`src/rtl/smrx_regs.vh`:
```
`ifndef SMRX_REGS_VH
`define SMRX_REGS_VH

// ----------------------------------------
// register indices and byte addresses
// ----------------------------------------
`define SMRX_IDX_FSK_RATE_INDEX 12'h1f9
`define SMRX_IDX_FSK_FEC_FRAME 12'h1fa
`define SMRX_IDX_OFDM_RX 12'h1fb
`define SMRX_IDX_RX_METHOD 12'h1fc
`define SMRX_ADDR_W 14
`define SMRX_ADDR_FSK_RATE_INDEX {`SMRX_IDX_FSK_RATE_INDEX, 2'b00}
`define SMRX_ADDR_FSK_FEC_FRAME {`SMRX_IDX_FSK_FEC_FRAME, 2'b00}
`define SMRX_ADDR_OFDM_RX {`SMRX_IDX_OFDM_RX, 2'b00}
`define SMRX_ADDR_RX_METHOD {`SMRX_IDX_RX_METHOD, 2'b00}

// ----------------------------------------
// reset values and writable masks
// ----------------------------------------
`define SMRX_RST_FSK_RATE_INDEX 8'h00
`define SMRX_RST_FSK_FEC_FRAME 8'h20
`define SMRX_RST_OFDM_RX 8'h00
`define SMRX_RST_RX_METHOD 8'h00
`define SMRX_MASK_FSK_RATE_INDEX 8'h1f
`define SMRX_MASK_FSK_FEC_FRAME 8'h3f
`define SMRX_MASK_OFDM_RX 8'h1f
`define SMRX_MASK_RX_METHOD 8'h01

// ----------------------------------------
// field positions
// ----------------------------------------
`define SMRX_B_MOD_INDEX 0
`define SMRX_B_RATE_LO 1
`define SMRX_B_RATE_HI 4
`define SMRX_B_FEC_EN 0
`define SMRX_B_FEC_TYPE 1
`define SMRX_B_FSK_ILV 2
`define SMRX_B_FEC_AUTO 3
`define SMRX_B_SFD 4
`define SMRX_B_FORCE_MS 5
`define SMRX_B_CRC_LEN 0
`define SMRX_B_OPT_LO 1
`define SMRX_B_OPT_HI 2
`define SMRX_B_OFDM_ILV 3
`define SMRX_B_OFDM_EXT 4
`define SMRX_B_METHOD 0

// ----------------------------------------
// fsk rate codes and rates in 0.1 kbps
// ----------------------------------------
`define SMRX_RATE_50K 4'h0
`define SMRX_RATE_100K 4'h1
`define SMRX_RATE_150K 4'h2
`define SMRX_RATE_200K 4'h3
`define SMRX_RATE_10K 4'h4
`define SMRX_RATE_20K 4'h5
`define SMRX_RATE_9K6 4'h8
`define SMRX_RATE_19K2 4'h9
`define SMRX_RATE_38K4 4'ha
`define SMRX_RATE_115K2 4'hb
`define SMRX_KBPS10_W 11

`endif

```
`src/rtl/smrx_rate_decode.v`:
```
`include "smrx_regs.vh"

// maps the fsk rate code to a rate in 0.1 kbps steps
module smrx_rate_decode (
    input wire [3:0] rate_code,
    output reg [`SMRX_KBPS10_W-1:0] rate_kbps_x10,
    output reg rate_legal
);

    // ----------------------------------------
    // rate lookup
    // ----------------------------------------
    // prohibited codes report rate zero and legal low
    always @* begin
        rate_legal = 1'b1;
        case (rate_code)
            `SMRX_RATE_50K: rate_kbps_x10 = 11'h1f4;
            `SMRX_RATE_100K: rate_kbps_x10 = 11'h3e8;
            `SMRX_RATE_150K: rate_kbps_x10 = 11'h5dc;
            `SMRX_RATE_200K: rate_kbps_x10 = 11'h7d0;
            `SMRX_RATE_10K: rate_kbps_x10 = 11'h064;
            `SMRX_RATE_20K: rate_kbps_x10 = 11'h0c8;
            `SMRX_RATE_9K6: rate_kbps_x10 = 11'h060;
            `SMRX_RATE_19K2: rate_kbps_x10 = 11'h0c0;
            `SMRX_RATE_38K4: rate_kbps_x10 = 11'h180;
            `SMRX_RATE_115K2: rate_kbps_x10 = 11'h480;
            default: begin
                rate_kbps_x10 = 11'h000;
                rate_legal = 1'b0;
            end
        endcase
    end

endmodule

```
`src/rtl/smrx_cfg_top.v`:
```
// Added by the designer: the APB slave port.
`include "smrx_regs.vh"

module smrx_cfg_top (
    // clock and asynchronous active-low reset
    input wire pclk,
    input wire presetn,
    // apb slave, one access cycle, no wait states
    input wire psel,
    input wire penable,
    input wire pwrite,
    input wire [`SMRX_ADDR_W-1:0] paddr,
    input wire [31:0] pwdata,
    input wire [3:0] pstrb,
    // registered answer, one cycle wide
    output reg [31:0] prdata,
    output reg pready,
    output reg pslverr,
    // received mode-switch bit, same clock
    input wire mode_switch_rx,
    output reg mode_switch_bit,
    // fsk settings for the switched mode
    output reg [3:0] fsk_rate_sel,
    output reg [`SMRX_KBPS10_W-1:0] fsk_rate_kbps_x10,
    output reg fsk_rate_legal,
    output reg fsk_mod_index_sel,
    output reg force_ms_clear,
    output reg sfd_value_sel,
    output reg fec_auto_detect_en,
    output reg fsk_interleave_en,
    output reg fec_encoder_type,
    output reg fsk_fec_en,
    // ofdm settings for the switched mode
    output reg ofdm_extended_mode,
    output reg ofdm_interleave_value,
    output reg [1:0] ofdm_option_sel,
    output reg ofdm_crc_length_sel,
    output reg ofdm_crc_is_32,
    // method select and its one-hot flags
    output reg rx_method_sel,
    output reg fsk_cfg_active,
    output reg ofdm_cfg_active
);

    // ----------------------------------------
    // register storage
    // ----------------------------------------
    // stored images; reserved bits never stored
    reg [7:0] fsk_rate_index_config_reg;
    reg [7:0] fsk_fec_frame_config_reg;
    reg [7:0] ofdm_rx_config_reg;
    reg [7:0] rx_method_config_reg;

    // next values from the write decode
    reg [7:0] fsk_rate_index_config_next;
    reg [7:0] fsk_fec_frame_config_next;
    reg [7:0] ofdm_rx_config_next;
    reg [7:0] rx_method_config_next;

    // ----------------------------------------
    // bus decode signals
    // ----------------------------------------
    // transfer phases
    wire setup_phase;
    wire write_commit;

    // one select per mapped word
    wire hit_fsk0;
    wire hit_fsk1;
    wire hit_ofdm;
    wire hit_method;
    wire addr_mapped;

    // write byte and its lane enable
    wire lane0_en;
    wire [7:0] wbyte;

    // rate lookup result, registered below
    wire [`SMRX_KBPS10_W-1:0] rate_kbps_dec;
    wire rate_legal_dec;

    // ----------------------------------------
    // helpers
    // ----------------------------------------
    // exact word match; the low two address bits must be zero
    function addr_is;
        input [`SMRX_ADDR_W-1:0] a;
        input [`SMRX_ADDR_W-1:0] target;
        begin
            addr_is = (a == target);
        end
    endfunction

    // merge written data under the writable mask, reserved stay zero
    // masking once on write keeps the read path a plain mux
    function [7:0] masked_write;
        input [7:0] data;
        input [7:0] mask;
        begin
            masked_write = data & mask;
        end
    endfunction

    // ----------------------------------------
    // address decode
    // ----------------------------------------
    // one hit per word; no hit raises the error flag
    assign hit_fsk0 = addr_is(paddr, `SMRX_ADDR_FSK_RATE_INDEX);
    assign hit_fsk1 = addr_is(paddr, `SMRX_ADDR_FSK_FEC_FRAME);
    assign hit_ofdm = addr_is(paddr, `SMRX_ADDR_OFDM_RX);
    assign hit_method = addr_is(paddr, `SMRX_ADDR_RX_METHOD);
    assign addr_mapped = hit_fsk0 | hit_fsk1 | hit_ofdm | hit_method;

    // setup cycle: answer is prepared here so access lasts one cycle
    assign setup_phase = psel & ~penable;
    // writes land only at the completing access edge, never on error
    assign write_commit = psel & penable & pready & pwrite & ~pslverr;
    // registers live in byte lane 0; other lanes are ignored
    assign lane0_en = pstrb[0];
    assign wbyte = pwdata[7:0];

    // ----------------------------------------
    // next register values
    // ----------------------------------------
    // hold, unless a committed lane-0 write loads the byte
    always @* begin
        fsk_rate_index_config_next = fsk_rate_index_config_reg;
        fsk_fec_frame_config_next = fsk_fec_frame_config_reg;
        ofdm_rx_config_next = ofdm_rx_config_reg;
        rx_method_config_next = rx_method_config_reg;
        if (write_commit && lane0_en) begin
            // reserved bits masked off on write, so they read zero
            if (hit_fsk0) begin
                fsk_rate_index_config_next =
                    masked_write(wbyte, `SMRX_MASK_FSK_RATE_INDEX);
            end
            if (hit_fsk1) begin
                fsk_fec_frame_config_next =
                    masked_write(wbyte, `SMRX_MASK_FSK_FEC_FRAME);
            end
            if (hit_ofdm) begin
                ofdm_rx_config_next =
                    masked_write(wbyte, `SMRX_MASK_OFDM_RX);
            end
            if (hit_method) begin
                rx_method_config_next =
                    masked_write(wbyte, `SMRX_MASK_RX_METHOD);
            end
        end
    end

    // ----------------------------------------
    // configuration registers
    // ----------------------------------------
    // only the force-clear bit starts set
    always @(posedge pclk or negedge presetn) begin
        if (!presetn) begin
            fsk_rate_index_config_reg <= `SMRX_RST_FSK_RATE_INDEX;
            fsk_fec_frame_config_reg <= `SMRX_RST_FSK_FEC_FRAME;
            ofdm_rx_config_reg <= `SMRX_RST_OFDM_RX;
            rx_method_config_reg <= `SMRX_RST_RX_METHOD;
        end else begin
            fsk_rate_index_config_reg <= fsk_rate_index_config_next;
            fsk_fec_frame_config_reg <= fsk_fec_frame_config_next;
            ofdm_rx_config_reg <= ofdm_rx_config_next;
            rx_method_config_reg <= rx_method_config_next;
        end
    end

    // ----------------------------------------
    // apb answer
    // ----------------------------------------
    // one wait-free access: pready rises for the access cycle only;
    // read data is captured at setup so it is stable all access long
    always @(posedge pclk or negedge presetn) begin
        if (!presetn) begin
            pready <= 1'b0;
            pslverr <= 1'b0;
            prdata <= 32'h0000_0000;
        end else if (setup_phase) begin
            pready <= 1'b1;
            pslverr <= ~addr_mapped;
            prdata <= 32'h0000_0000;
            if (!pwrite) begin
                // upper 24 bits and reserved bits stay zero
                // hits are exclusive, so the order is moot
                if (hit_fsk0) begin
                    prdata[7:0] <= fsk_rate_index_config_reg;
                end
                if (hit_fsk1) begin
                    prdata[7:0] <= fsk_fec_frame_config_reg;
                end
                if (hit_ofdm) begin
                    prdata[7:0] <= ofdm_rx_config_reg;
                end
                if (hit_method) begin
                    prdata[7:0] <= rx_method_config_reg;
                end
            end
        end else begin
            // idle or access edge: the answer drops
            pready <= 1'b0;
            pslverr <= 1'b0;
            prdata <= 32'h0000_0000;
        end
    end

    // ----------------------------------------
    // rate decode
    // ----------------------------------------
    // fed from the next value so the decoded rate lands with the field
    // prohibited codes are stored; the lookup flags them
    smrx_rate_decode u_rate_decode (
        .rate_code(fsk_rate_index_config_next[`SMRX_B_RATE_HI:`SMRX_B_RATE_LO]),
        .rate_kbps_x10(rate_kbps_dec),
        .rate_legal(rate_legal_dec)
    );

    // ----------------------------------------
    // fsk field outputs
    // ----------------------------------------
    // outputs track the next values so each appears with its register
    // reset rate code zero decodes to its table entry
    always @(posedge pclk or negedge presetn) begin
        if (!presetn) begin
            fsk_rate_sel <= 4'h0;
            fsk_rate_kbps_x10 <= 11'h1f4;
            fsk_rate_legal <= 1'b1;
            fsk_mod_index_sel <= 1'b0;
        end else begin
            fsk_rate_sel <=
                fsk_rate_index_config_next[`SMRX_B_RATE_HI:`SMRX_B_RATE_LO];
            fsk_rate_kbps_x10 <= rate_kbps_dec;
            fsk_rate_legal <= rate_legal_dec;
            fsk_mod_index_sel <=
                fsk_rate_index_config_next[`SMRX_B_MOD_INDEX];
        end
    end

    // fec, interleave, sfd and force-clear controls
    // each a straight copy of its stored bit
    always @(posedge pclk or negedge presetn) begin
        if (!presetn) begin
            force_ms_clear <= 1'b1;
            sfd_value_sel <= 1'b0;
            fec_auto_detect_en <= 1'b0;
            fsk_interleave_en <= 1'b0;
            fec_encoder_type <= 1'b0;
            fsk_fec_en <= 1'b0;
        end else begin
            force_ms_clear <= fsk_fec_frame_config_next[`SMRX_B_FORCE_MS];
            sfd_value_sel <= fsk_fec_frame_config_next[`SMRX_B_SFD];
            fec_auto_detect_en <=
                fsk_fec_frame_config_next[`SMRX_B_FEC_AUTO];
            fsk_interleave_en <=
                fsk_fec_frame_config_next[`SMRX_B_FSK_ILV];
            fec_encoder_type <=
                fsk_fec_frame_config_next[`SMRX_B_FEC_TYPE];
            fsk_fec_en <= fsk_fec_frame_config_next[`SMRX_B_FEC_EN];
        end
    end

    // ----------------------------------------
    // mode-switch bit filter
    // ----------------------------------------
    // same-clock input from the demodulator, so no synchroniser;
    // one cycle of latency buys a flop-driven output
    // force bit comes from the stored register, so clearing it
    // lets the received bit through from the edge after the write
    always @(posedge pclk or negedge presetn) begin
        if (!presetn) begin
            mode_switch_bit <= 1'b0;
        end else if (fsk_fec_frame_config_reg[`SMRX_B_FORCE_MS]) begin
            mode_switch_bit <= 1'b0;
        end else begin
            mode_switch_bit <= mode_switch_rx;
        end
    end

    // ----------------------------------------
    // ofdm field outputs
    // ----------------------------------------
    // extended mode is passed through as written; it is not checked
    // against option and mcs, which software must keep consistent
    // option field sits above the crc bit;
    // crc length kept in both senses for the crc checker
    always @(posedge pclk or negedge presetn) begin
        if (!presetn) begin
            ofdm_extended_mode <= 1'b0;
            ofdm_interleave_value <= 1'b0;
            ofdm_option_sel <= 2'h0;
            ofdm_crc_length_sel <= 1'b0;
            ofdm_crc_is_32 <= 1'b1;
        end else begin
            ofdm_extended_mode <= ofdm_rx_config_next[`SMRX_B_OFDM_EXT];
            ofdm_interleave_value <=
                ofdm_rx_config_next[`SMRX_B_OFDM_ILV];
            ofdm_option_sel <=
                ofdm_rx_config_next[`SMRX_B_OPT_HI:`SMRX_B_OPT_LO];
            ofdm_crc_length_sel <= ofdm_rx_config_next[`SMRX_B_CRC_LEN];
            // zero means 32-bit crc, one means 16-bit
            ofdm_crc_is_32 <= ~ofdm_rx_config_next[`SMRX_B_CRC_LEN];
        end
    end

    // ----------------------------------------
    // reception method selection
    // ----------------------------------------
    // exactly one configuration set is flagged active at any time
    // both flags come from one stored bit, so they cannot
    // disagree or both drop during a rewrite
    always @(posedge pclk or negedge presetn) begin
        if (!presetn) begin
            rx_method_sel <= 1'b0;
            fsk_cfg_active <= 1'b1;
            ofdm_cfg_active <= 1'b0;
        end else begin
            rx_method_sel <= rx_method_config_next[`SMRX_B_METHOD];
            fsk_cfg_active <= ~rx_method_config_next[`SMRX_B_METHOD];
            ofdm_cfg_active <= rx_method_config_next[`SMRX_B_METHOD];
        end
    end

endmodule

```
`config.mk`:
```
export PLATFORM = sky130hd
export DESIGN_NAME = smrx_cfg_top
export DESIGN_NICKNAME = d
export VERILOG_FILES = /design/src/rtl/smrx_rate_decode.v /design/src/rtl/smrx_cfg_top.v
export VERILOG_INCLUDE_DIRS = /design/src /design/src/rtl
export SDC_FILE = /design/constraint.sdc
export NUM_CORES = 1
export LEC_CHECK = 0
export ABC_AREA = 1
export CAP_MARGIN = 25
export CORE_ASPECT_RATIO = 0.75
export CORE_MARGIN = 2
export CORE_UTILIZATION = 45
export DETAILED_ROUTE_END_ITERATION = 10
export DONT_BUFFER_PORTS = 1
export PLACE_DENSITY = 0.66
export SYNTH_ARGS = -nofsm -noshare
export SYNTH_HDL_FRONTEND = slang
export SYNTH_SLANG_ARGS = --single-unit
```
`constraint.sdc`:
```
create_clock -name pclk -period 4.14 [get_ports pclk]
set_input_delay 0.414 -clock pclk [delete_from_list [all_inputs] [get_ports pclk]]
set_output_delay 0.414 -clock pclk [all_outputs]
set_load 0.03 [all_outputs]
```
### Word-level counts from Yosys, hierarchy flattened

Cells that the tools add are included.

* bits in registers: 82
* input bits: 56

* equality and inequality tests: 13
* multiplexer cells: 19
* bitwise gates (word level): 13
* reduce and logical (&&, ||, !) cells: 3

Operator list (count)
* $pmux 11 s10: 1
* $eq 14x11->1 const B: 4
* $mux 6: 5
* $mux 5: 5
* $eq 4x4->1 const B: 4
* $mux 8: 2
* $reduce_or 10->1: 1
* $eq 4x2->1 const B: 2
* $eq 4x3->1 const B: 2
* $mux 1: 6
* $and 1x1->1: 5
* $not 1->1: 5
* $eq 4x1->1 const B: 1
* $logic_not 4->1: 1
* $or 1x1->1: 3
* $logic_and 1x1->1: 1

### Depth between registers and ports, before layout

Gate-level depths: netlist of run 1.

* depth after elaboration: 9
* mapped depth: 12
* mapped depth without buffers: 11

### Modules after synthesis

Synthesis of run 1 repeated with hierarchy kept, for this count alone.

* cell total of the unflattened synthesis: 231
* area total of the unflattened synthesis: 2079.5 µm²

By module, submodules not included
* smrx_cfg_top: instances 1, cells each 199, area each 1926.8 µm²
* smrx_rate_decode: instances 1, cells each 32, area each 152.6 µm²

### Least setup slack after synthesis of run 1

Ideal clock, no wire load.

* kind: register to register
* from: register pready
* to: register fsk_rate_kbps_x10[3]
* setup time: 0.113 ns
* arrival time: 1.408 ns
* data required time: 4.027 ns
* path slack: 2.619 ns
* stages on the path, launching flop included: 13
* period minus slack after synthesis: 1.521 ns
* cell sequence: dfrtp_1 > nand2_1 > inv_1 > nand2_1 > nor2_4 > nand3_2 > buf_6 > nand2_1 > nand2_2 > nand2_2 > nand2_1 > nand2_1 > inv_1

* cells in the longest elaborated chain, start to end: 7

RTL lines
* from (decl): RTL line smrx_cfg_top.v:17 `output reg pready,`
* from (signal assigned): RTL line smrx_cfg_top.v:177 `pready <= 1'b0;`
* from (signal assigned): RTL line smrx_cfg_top.v:181 `pready <= 1'b1;`
* from (signal assigned): RTL line smrx_cfg_top.v:202 `pready <= 1'b0;`
* $and 1x1->1 (*) (3 in series): RTL line smrx_cfg_top.v:117 `assign write_commit = psel & penable & pready & pwrite & ~pslverr;`
* $logic_and 1x1->1 (*): RTL line smrx_cfg_top.v:131 `if (write_commit && lane0_en) begin`
* $mux 5 (*): RTL line smrx_cfg_top.v:131
* $eq 4x4->1, or another cell as far along: RTL line smrx_rate_decode.v:16 `case (rate_code)`
* $pmux 11 s10 (*): RTL line smrx_rate_decode.v:16
* via rate_kbps_dec[3]: RTL line smrx_cfg_top.v:79 `` wire [`SMRX_KBPS10_W-1:0] rate_kbps_dec; ``
* to (signal assigned): RTL line smrx_cfg_top.v:233 `fsk_rate_kbps_x10 <= rate_kbps_dec;`
* to (decl): RTL line smrx_cfg_top.v:24 `` output reg [`SMRX_KBPS10_W-1:0] fsk_rate_kbps_x10, ``

Mark *: on every way through the listed nets, which the timed path passes. The rest lies on a longest branch.

### Final worst setup path of run 1

Same ends and word-level chain as after synthesis.

==> flow_metrics.env, run 1 <==
export IMPL_grt_usage_pct=17.4
export IMPL_fin_area_um2=2090
export IMPL_placed_cells=304
export IMPL_vias=1435
export IMPL_cp_max_fo=13
export IMPL_run_status="complete, no violations"
export IMPL_final_layout_size_suffix_gt1_share_pct=17.9
export IMPL_cts_root_buf="clkbuf_8"
export IMPL_antenna_found_initial=0
export IMPL_die_area_um2=5130
export IMPL_avgSynthCellArea_um2=8.12
export IMPL_cts_resized=0
export IMPL_grt_pass1_wl_um=6730
export IMPL_finalSetupViolations=0
export IMPL_timing_fmax_ghz=0.505
export IMPL_route_detailed_drc=0
export IMPL_cts_tree="done"
export IMPL_cp_required_ps=4320
export IMPL_placed_area_um2=1970
export IMPL_clkSlewWorstSetupHoldPaths_ps=80
export IMPL_setup_tns_ps=0
export IMPL_initial_core_util_pct=46.5
export IMPL_leakagePower_nw=1.10
export IMPL_io_pin_count=123
export IMPL_die_h_um=62.5
export IMPL_slew_headroom_pct=59.8
export IMPL_core_area_um2=4410
export IMPL_area_delta_synth_final_pct=1.77
export IMPL_cts_sinks=38
export IMPL_ys_warn_count=0
export IMPL_rsz0062_at_grt="no"
export IMPL_ant_nets=0
export IMPL_yosys_area_top_type_share_pct=34.1
export IMPL_die_x_um=82.0
export IMPL_drt_iter0_markers=78
export IMPL_ys_ff_latch=38
export IMPL_grt_max_degree=39
export IMPL_cp_arrival_ps=2160
export IMPL_crit_type="flip-flop to flip-flop"
export IMPL_timing_final_crit_share_pct=47.8
export IMPL_vias_per_cell=4.57
export IMPL_first_global_vias=1364
export IMPL_power_density_nw_per_um2=334
export IMPL_synthCells=253
export IMPL_port_buffers=0
export IMPL_dp_final_hpwl_um=3120
export IMPL_hold_class="input pin to flip-flop"
export IMPL_place_ws_ps=2170
export IMPL_synth_area_um2=2050
export IMPL_clk_insertion_delay_late_ps=290
export IMPL_final_cells=314
export IMPL_peakVddDrop_uv=142
export IMPL_synth_top_area_cell="dfrtp_1"
export IMPL_ys_types=27
export IMPL_ys_top_cells_by_area="dfrtp_1, dfstp_2, nand2_1"
export IMPL_cts_buffers=5
export IMPL_gp_congestion=0.788
export IMPL_fin_util_pct=47.4
export IMPL_n_antenna_cell=0
export IMPL_cap_violations=0
export IMPL_ys_seq_area_share_pct=46.9
export IMPL_drt_total_wl_um=4140
export IMPL_dr_pass1_iters=4
export IMPL_grt_overflow_total=0
export IMPL_rows=21
export IMPL_largest_register_ffs=9
export IMPL_post_cts_setup_buffers=0
export IMPL_cts_hold_buf=2
export IMPL_final_min_clock_period_ps=1980
export IMPL_drv_slew=0
export IMPL_htreeDepth=2
export IMPL_wl_per_cell_um=13.2
export IMPL_worst_slew_pin_slew_ps=603
export IMPL_fin_nets=312
export IMPL_clock_path_buffers=2
export IMPL_layout_setup_ws_ps=2160
export IMPL_skew_ps=13.8
export IMPL_hold_viol_final=0
export IMPL_setup_worst_path_end_class="flip-flop"
export IMPL_cp_start_kind="flip-flop"
[logic make-up (layout without fill, tap and decap cells)]
group	Yosys count	after routing	synth area share [%]
flops	38	38	46.9
buf+inv	70	47	19.3
other cells	1	28	0.183
simple gates	124	124	28.5
compound gates	20	20	5.12
[per-stage QoR]
stage,hold slack [ps],power (W)
after floorplan,118,0.000451
final,212,0.000698
after global placement,119,0.000433
after global routing,207,0.000731
after CTS,212,0.000704
after detailed placement,119,0.000433
[cells in the mapped netlist, drive strengths merged]
library cell  number
nand2             77
clkinv             1
inv               36
nor4               1
conb               1
nand4              2
nor3               1
buf               33
nand3             19
o21ai             14
nor2              23
dfrtp             28
dfstp             10
a21oi              5
nand3b             1
a31oi              1
[metal layers]
metal	up-vias	routed length (um)	global-route usage [%]
met3	7	485	7.66
li1	721	-	-
met1	640	1850	22.7
met5	-	0	0
met4	0	70	7.08
met2	67	1740	25.1
[final cells by class]
cell class	count	area [um2]
inverter	37	140
sequential	38	963
multi-input combinational	172	796
timing repair buffer	2	30.0
tap	57	71.3
fill	451	2320
clock buffer	8	90.1
[where the power goes]
part / internal [W] / switching (W)
Clock: 0.000136 / 0.000126
Sequential: 0.000373 / 0.00000397
Combinational: 0.00000774 / 0.0000518
[critical path, stage by stage (launching register included)]
cell and delay, ps:
dfrtp_1 520, nand2_1 90, inv_1 50, nand2_1 80, nor2_4 350, nand3_2 280, nand2_1 150, nand2_2 90
nand2_2 100, nand2_1 60, nand2_1 60, inv_1 40
[final timing paths]
check	cells past startpoint	slack [ps]	endpoint	start
worst max register to register	11	2160	fsk_rate_kbps_x10[3]	pready
worst min register to register	2	570	fsk_fec_frame_config_reg[5]	fsk_fec_frame_config_reg[5]
worst min-delay path	2	210	mode_switch_bit	mode_switch_rx
min in group asynchronous	2	560	mode_switch_bit	presetn
worst max-delay path	11	2160	fsk_rate_kbps_x10[3]	pready
max in group asynchronous	2	3300	fsk_rate_kbps_x10[7]	presetn
[placed cells by master (no fill, tap or decap), types with 2 or more instances in the layout]
cell and instances:
nor2_1 16, dfstp_2 10, clkbuf_8 6, nand2_1 65, nor2_2 6, o21ai_0 8, inv_2 3, nand3_1 15
inv_1 33, dfrtp_1 28, nand2_2 11, clkbuf_1 2, nand3_2 4, conb_1 28, o21ai_1 5, a21oi_1 5
No activity file was read; power rests on OpenSTA's default activity.
==> run 2: changes to the inputs <==
- clock period: 4.14 -> 2.1 ns (I/O delays scaled with it)
==> flow_metrics.env, run 2 (same netlist as run 1, synthesis figures left out) <==
export IMPL_run_status="complete, no violations"
export IMPL_reg2reg_slack_ps=440
export IMPL_final_common_cell="nand2_1"
export IMPL_hold_depth=2
export IMPL_clk_insertion_delay_late_ps=290
export IMPL_cp_max_fo=11
export IMPL_cts_root_buf="clkbuf_8"
export IMPL_rows=21
export IMPL_port_buffers=0
export IMPL_core_area_um2=4410
export IMPL_total_power_w=0.00137
export IMPL_seq_area_um2=963
export IMPL_hold_class="input pin to flip-flop"
export IMPL_skew_ps=10.7
export IMPL_hold_end="mode_switch_bit"
export IMPL_initial_core_util_pct=46.5
export IMPL_final_cell_mix="nand2_1, inv_1, conb_1, dfrtp_1, nor2_1"
export IMPL_grt_overflow_total=0
export IMPL_leakagePower_nw=1.12
export IMPL_area_delta_synth_final_pct=3.23
export IMPL_io_pin_count=123
export IMPL_rsz0062_at_grt="no"
export IMPL_gp_congestion=0.793
export IMPL_min_delay_start="mode_switch_rx"
export IMPL_fin_nets=316
export IMPL_cap_violations=0
export IMPL_r2r_start="pslverr"
export IMPL_htreeDepth=2
export IMPL_finalSetupViolations=0
export IMPL_die_x_um=82.0
export IMPL_antenna_found_initial=0
export IMPL_fillers=432
export IMPL_whs_ps=20.2
export IMPL_cts_tree="done"
export IMPL_ant_nets=0
export IMPL_drt_iter0_markers=118
export IMPL_cp_start_kind="flip-flop"
export IMPL_first_global_vias=1344
export IMPL_vias_per_cell=4.64
export IMPL_dr_pass1_iters=4
export IMPL_peakVddDrop_uv=268
export IMPL_drv_slew=0
export IMPL_timing_fmax_ghz=0.602
export IMPL_drt_total_wl_um=4190
export IMPL_multi_input_area_um2=796
export IMPL_cp_required_ps=2270
export IMPL_final_layout_size_suffix_gt1_share_pct=19.2
export IMPL_clock_path_buffers=2
export IMPL_final_cells=318
export IMPL_cp_arrival_ps=1840
export IMPL_setup_tns_ps=0
export IMPL_grt_max_degree=39
export IMPL_final_min_clock_period_ps=1660
export IMPL_die_h_um=62.5
export IMPL_die_area_um2=5130
export IMPL_placed_cells=308
export IMPL_hold_viol_final=0
export IMPL_dp_final_hpwl_um=3250
export IMPL_fin_util_pct=48.0
export IMPL_clkSlewWorstSetupHoldPaths_ps=70
export IMPL_power_density_nw_per_um2=644
export IMPL_cts_buffers=5
export IMPL_route_detailed_drc=0
export IMPL_wl_per_cell_um=13.2
export IMPL_cts_resized=0
export IMPL_largest_register_ffs=9
export IMPL_n_antenna_cell=0
export IMPL_timing_final_crit_share_pct=79.1
export IMPL_r2r_cells=10
export IMPL_crit_type="flip-flop to flip-flop"
export IMPL_cts_sinks=38
export IMPL_worstReg2RegEnd="fsk_rate_kbps_x10[3]"
export IMPL_grt_usage_pct=17.9
export IMPL_vias=1477
export IMPL_grt_pass1_wl_um=6850
export IMPL_setup_worst_path_end_class="flip-flop"
-- run 2: worst max-delay path by stage --
stage                     startpoint              endpoint  slack (ps)  cells past startpoint
after CTS                    pslverr  fsk_rate_kbps_x10[3]         440                     10
after global routing         pslverr  fsk_rate_kbps_x10[3]         320                     10
final                        pslverr  fsk_rate_kbps_x10[3]         440                     10
after detailed placement     pslverr  fsk_rate_kbps_x10[3]         460                     10
after global placement       pslverr  fsk_rate_kbps_x10[3]         500                     10
after floorplan               pready  fsk_rate_kbps_x10[3]         580                     12
-- run 2: routing by layer --
| layer | vias to the layer above | track usage (%) | share of wire [%] |
|---|---|---|---|
| li1 | 729 | - | - |
| met1 | 680 | 24.7 | 44 |
| met2 | 62 | 25.4 | 44 |
| met3 | 6 | 7.23 | 11 |
| met4 | 0 | 6.25 | 1.2 |
| met5 | - | 0 | 0 |
-- run 2: worst max-delay path, stage by stage (launching register included) --
cell	delay, ps
dfrtp_1	490
inv_1	100
nand2_1	80
nor2_4	140
nand3_2	230
nand2_1	140
nand2_2	80
nand2_2	130
nand2_1	60
nand2_1	50
inv_1	40
-- run 2: stage by stage --
stage	setup WS, ps	area [um2]
after global placement	500	2000
final	438	2120
after global routing	316	2120
after CTS	438	2120
after floorplan	579	2160
after detailed placement	455	2000
-- run 2: power breakdown --
| group | switching, W | internal, W |
|---|---|---|
| Clock | 0.000236 | 0.000268 |
| Sequential | 0.00000571 | 0.000736 |
| Combinational | 0.000104 | 0.0000167 |
-- run 2: layout make-up --
type                    instances  share of cell area (%)
well taps                      57                    3.36
repair buffers                  6                    2.83
multi-input cells             172                    37.5
clock buffers                   8                    4.25
inverters                      37                    6.61
flip-flops and latches         38                    45.4
-- run 2: what timing repair did --
item / in CTS / in global routing
endpoints found under the hold margin: 38 / 0
setup buffers: 0 / 0
hold buffers: 2 / 0
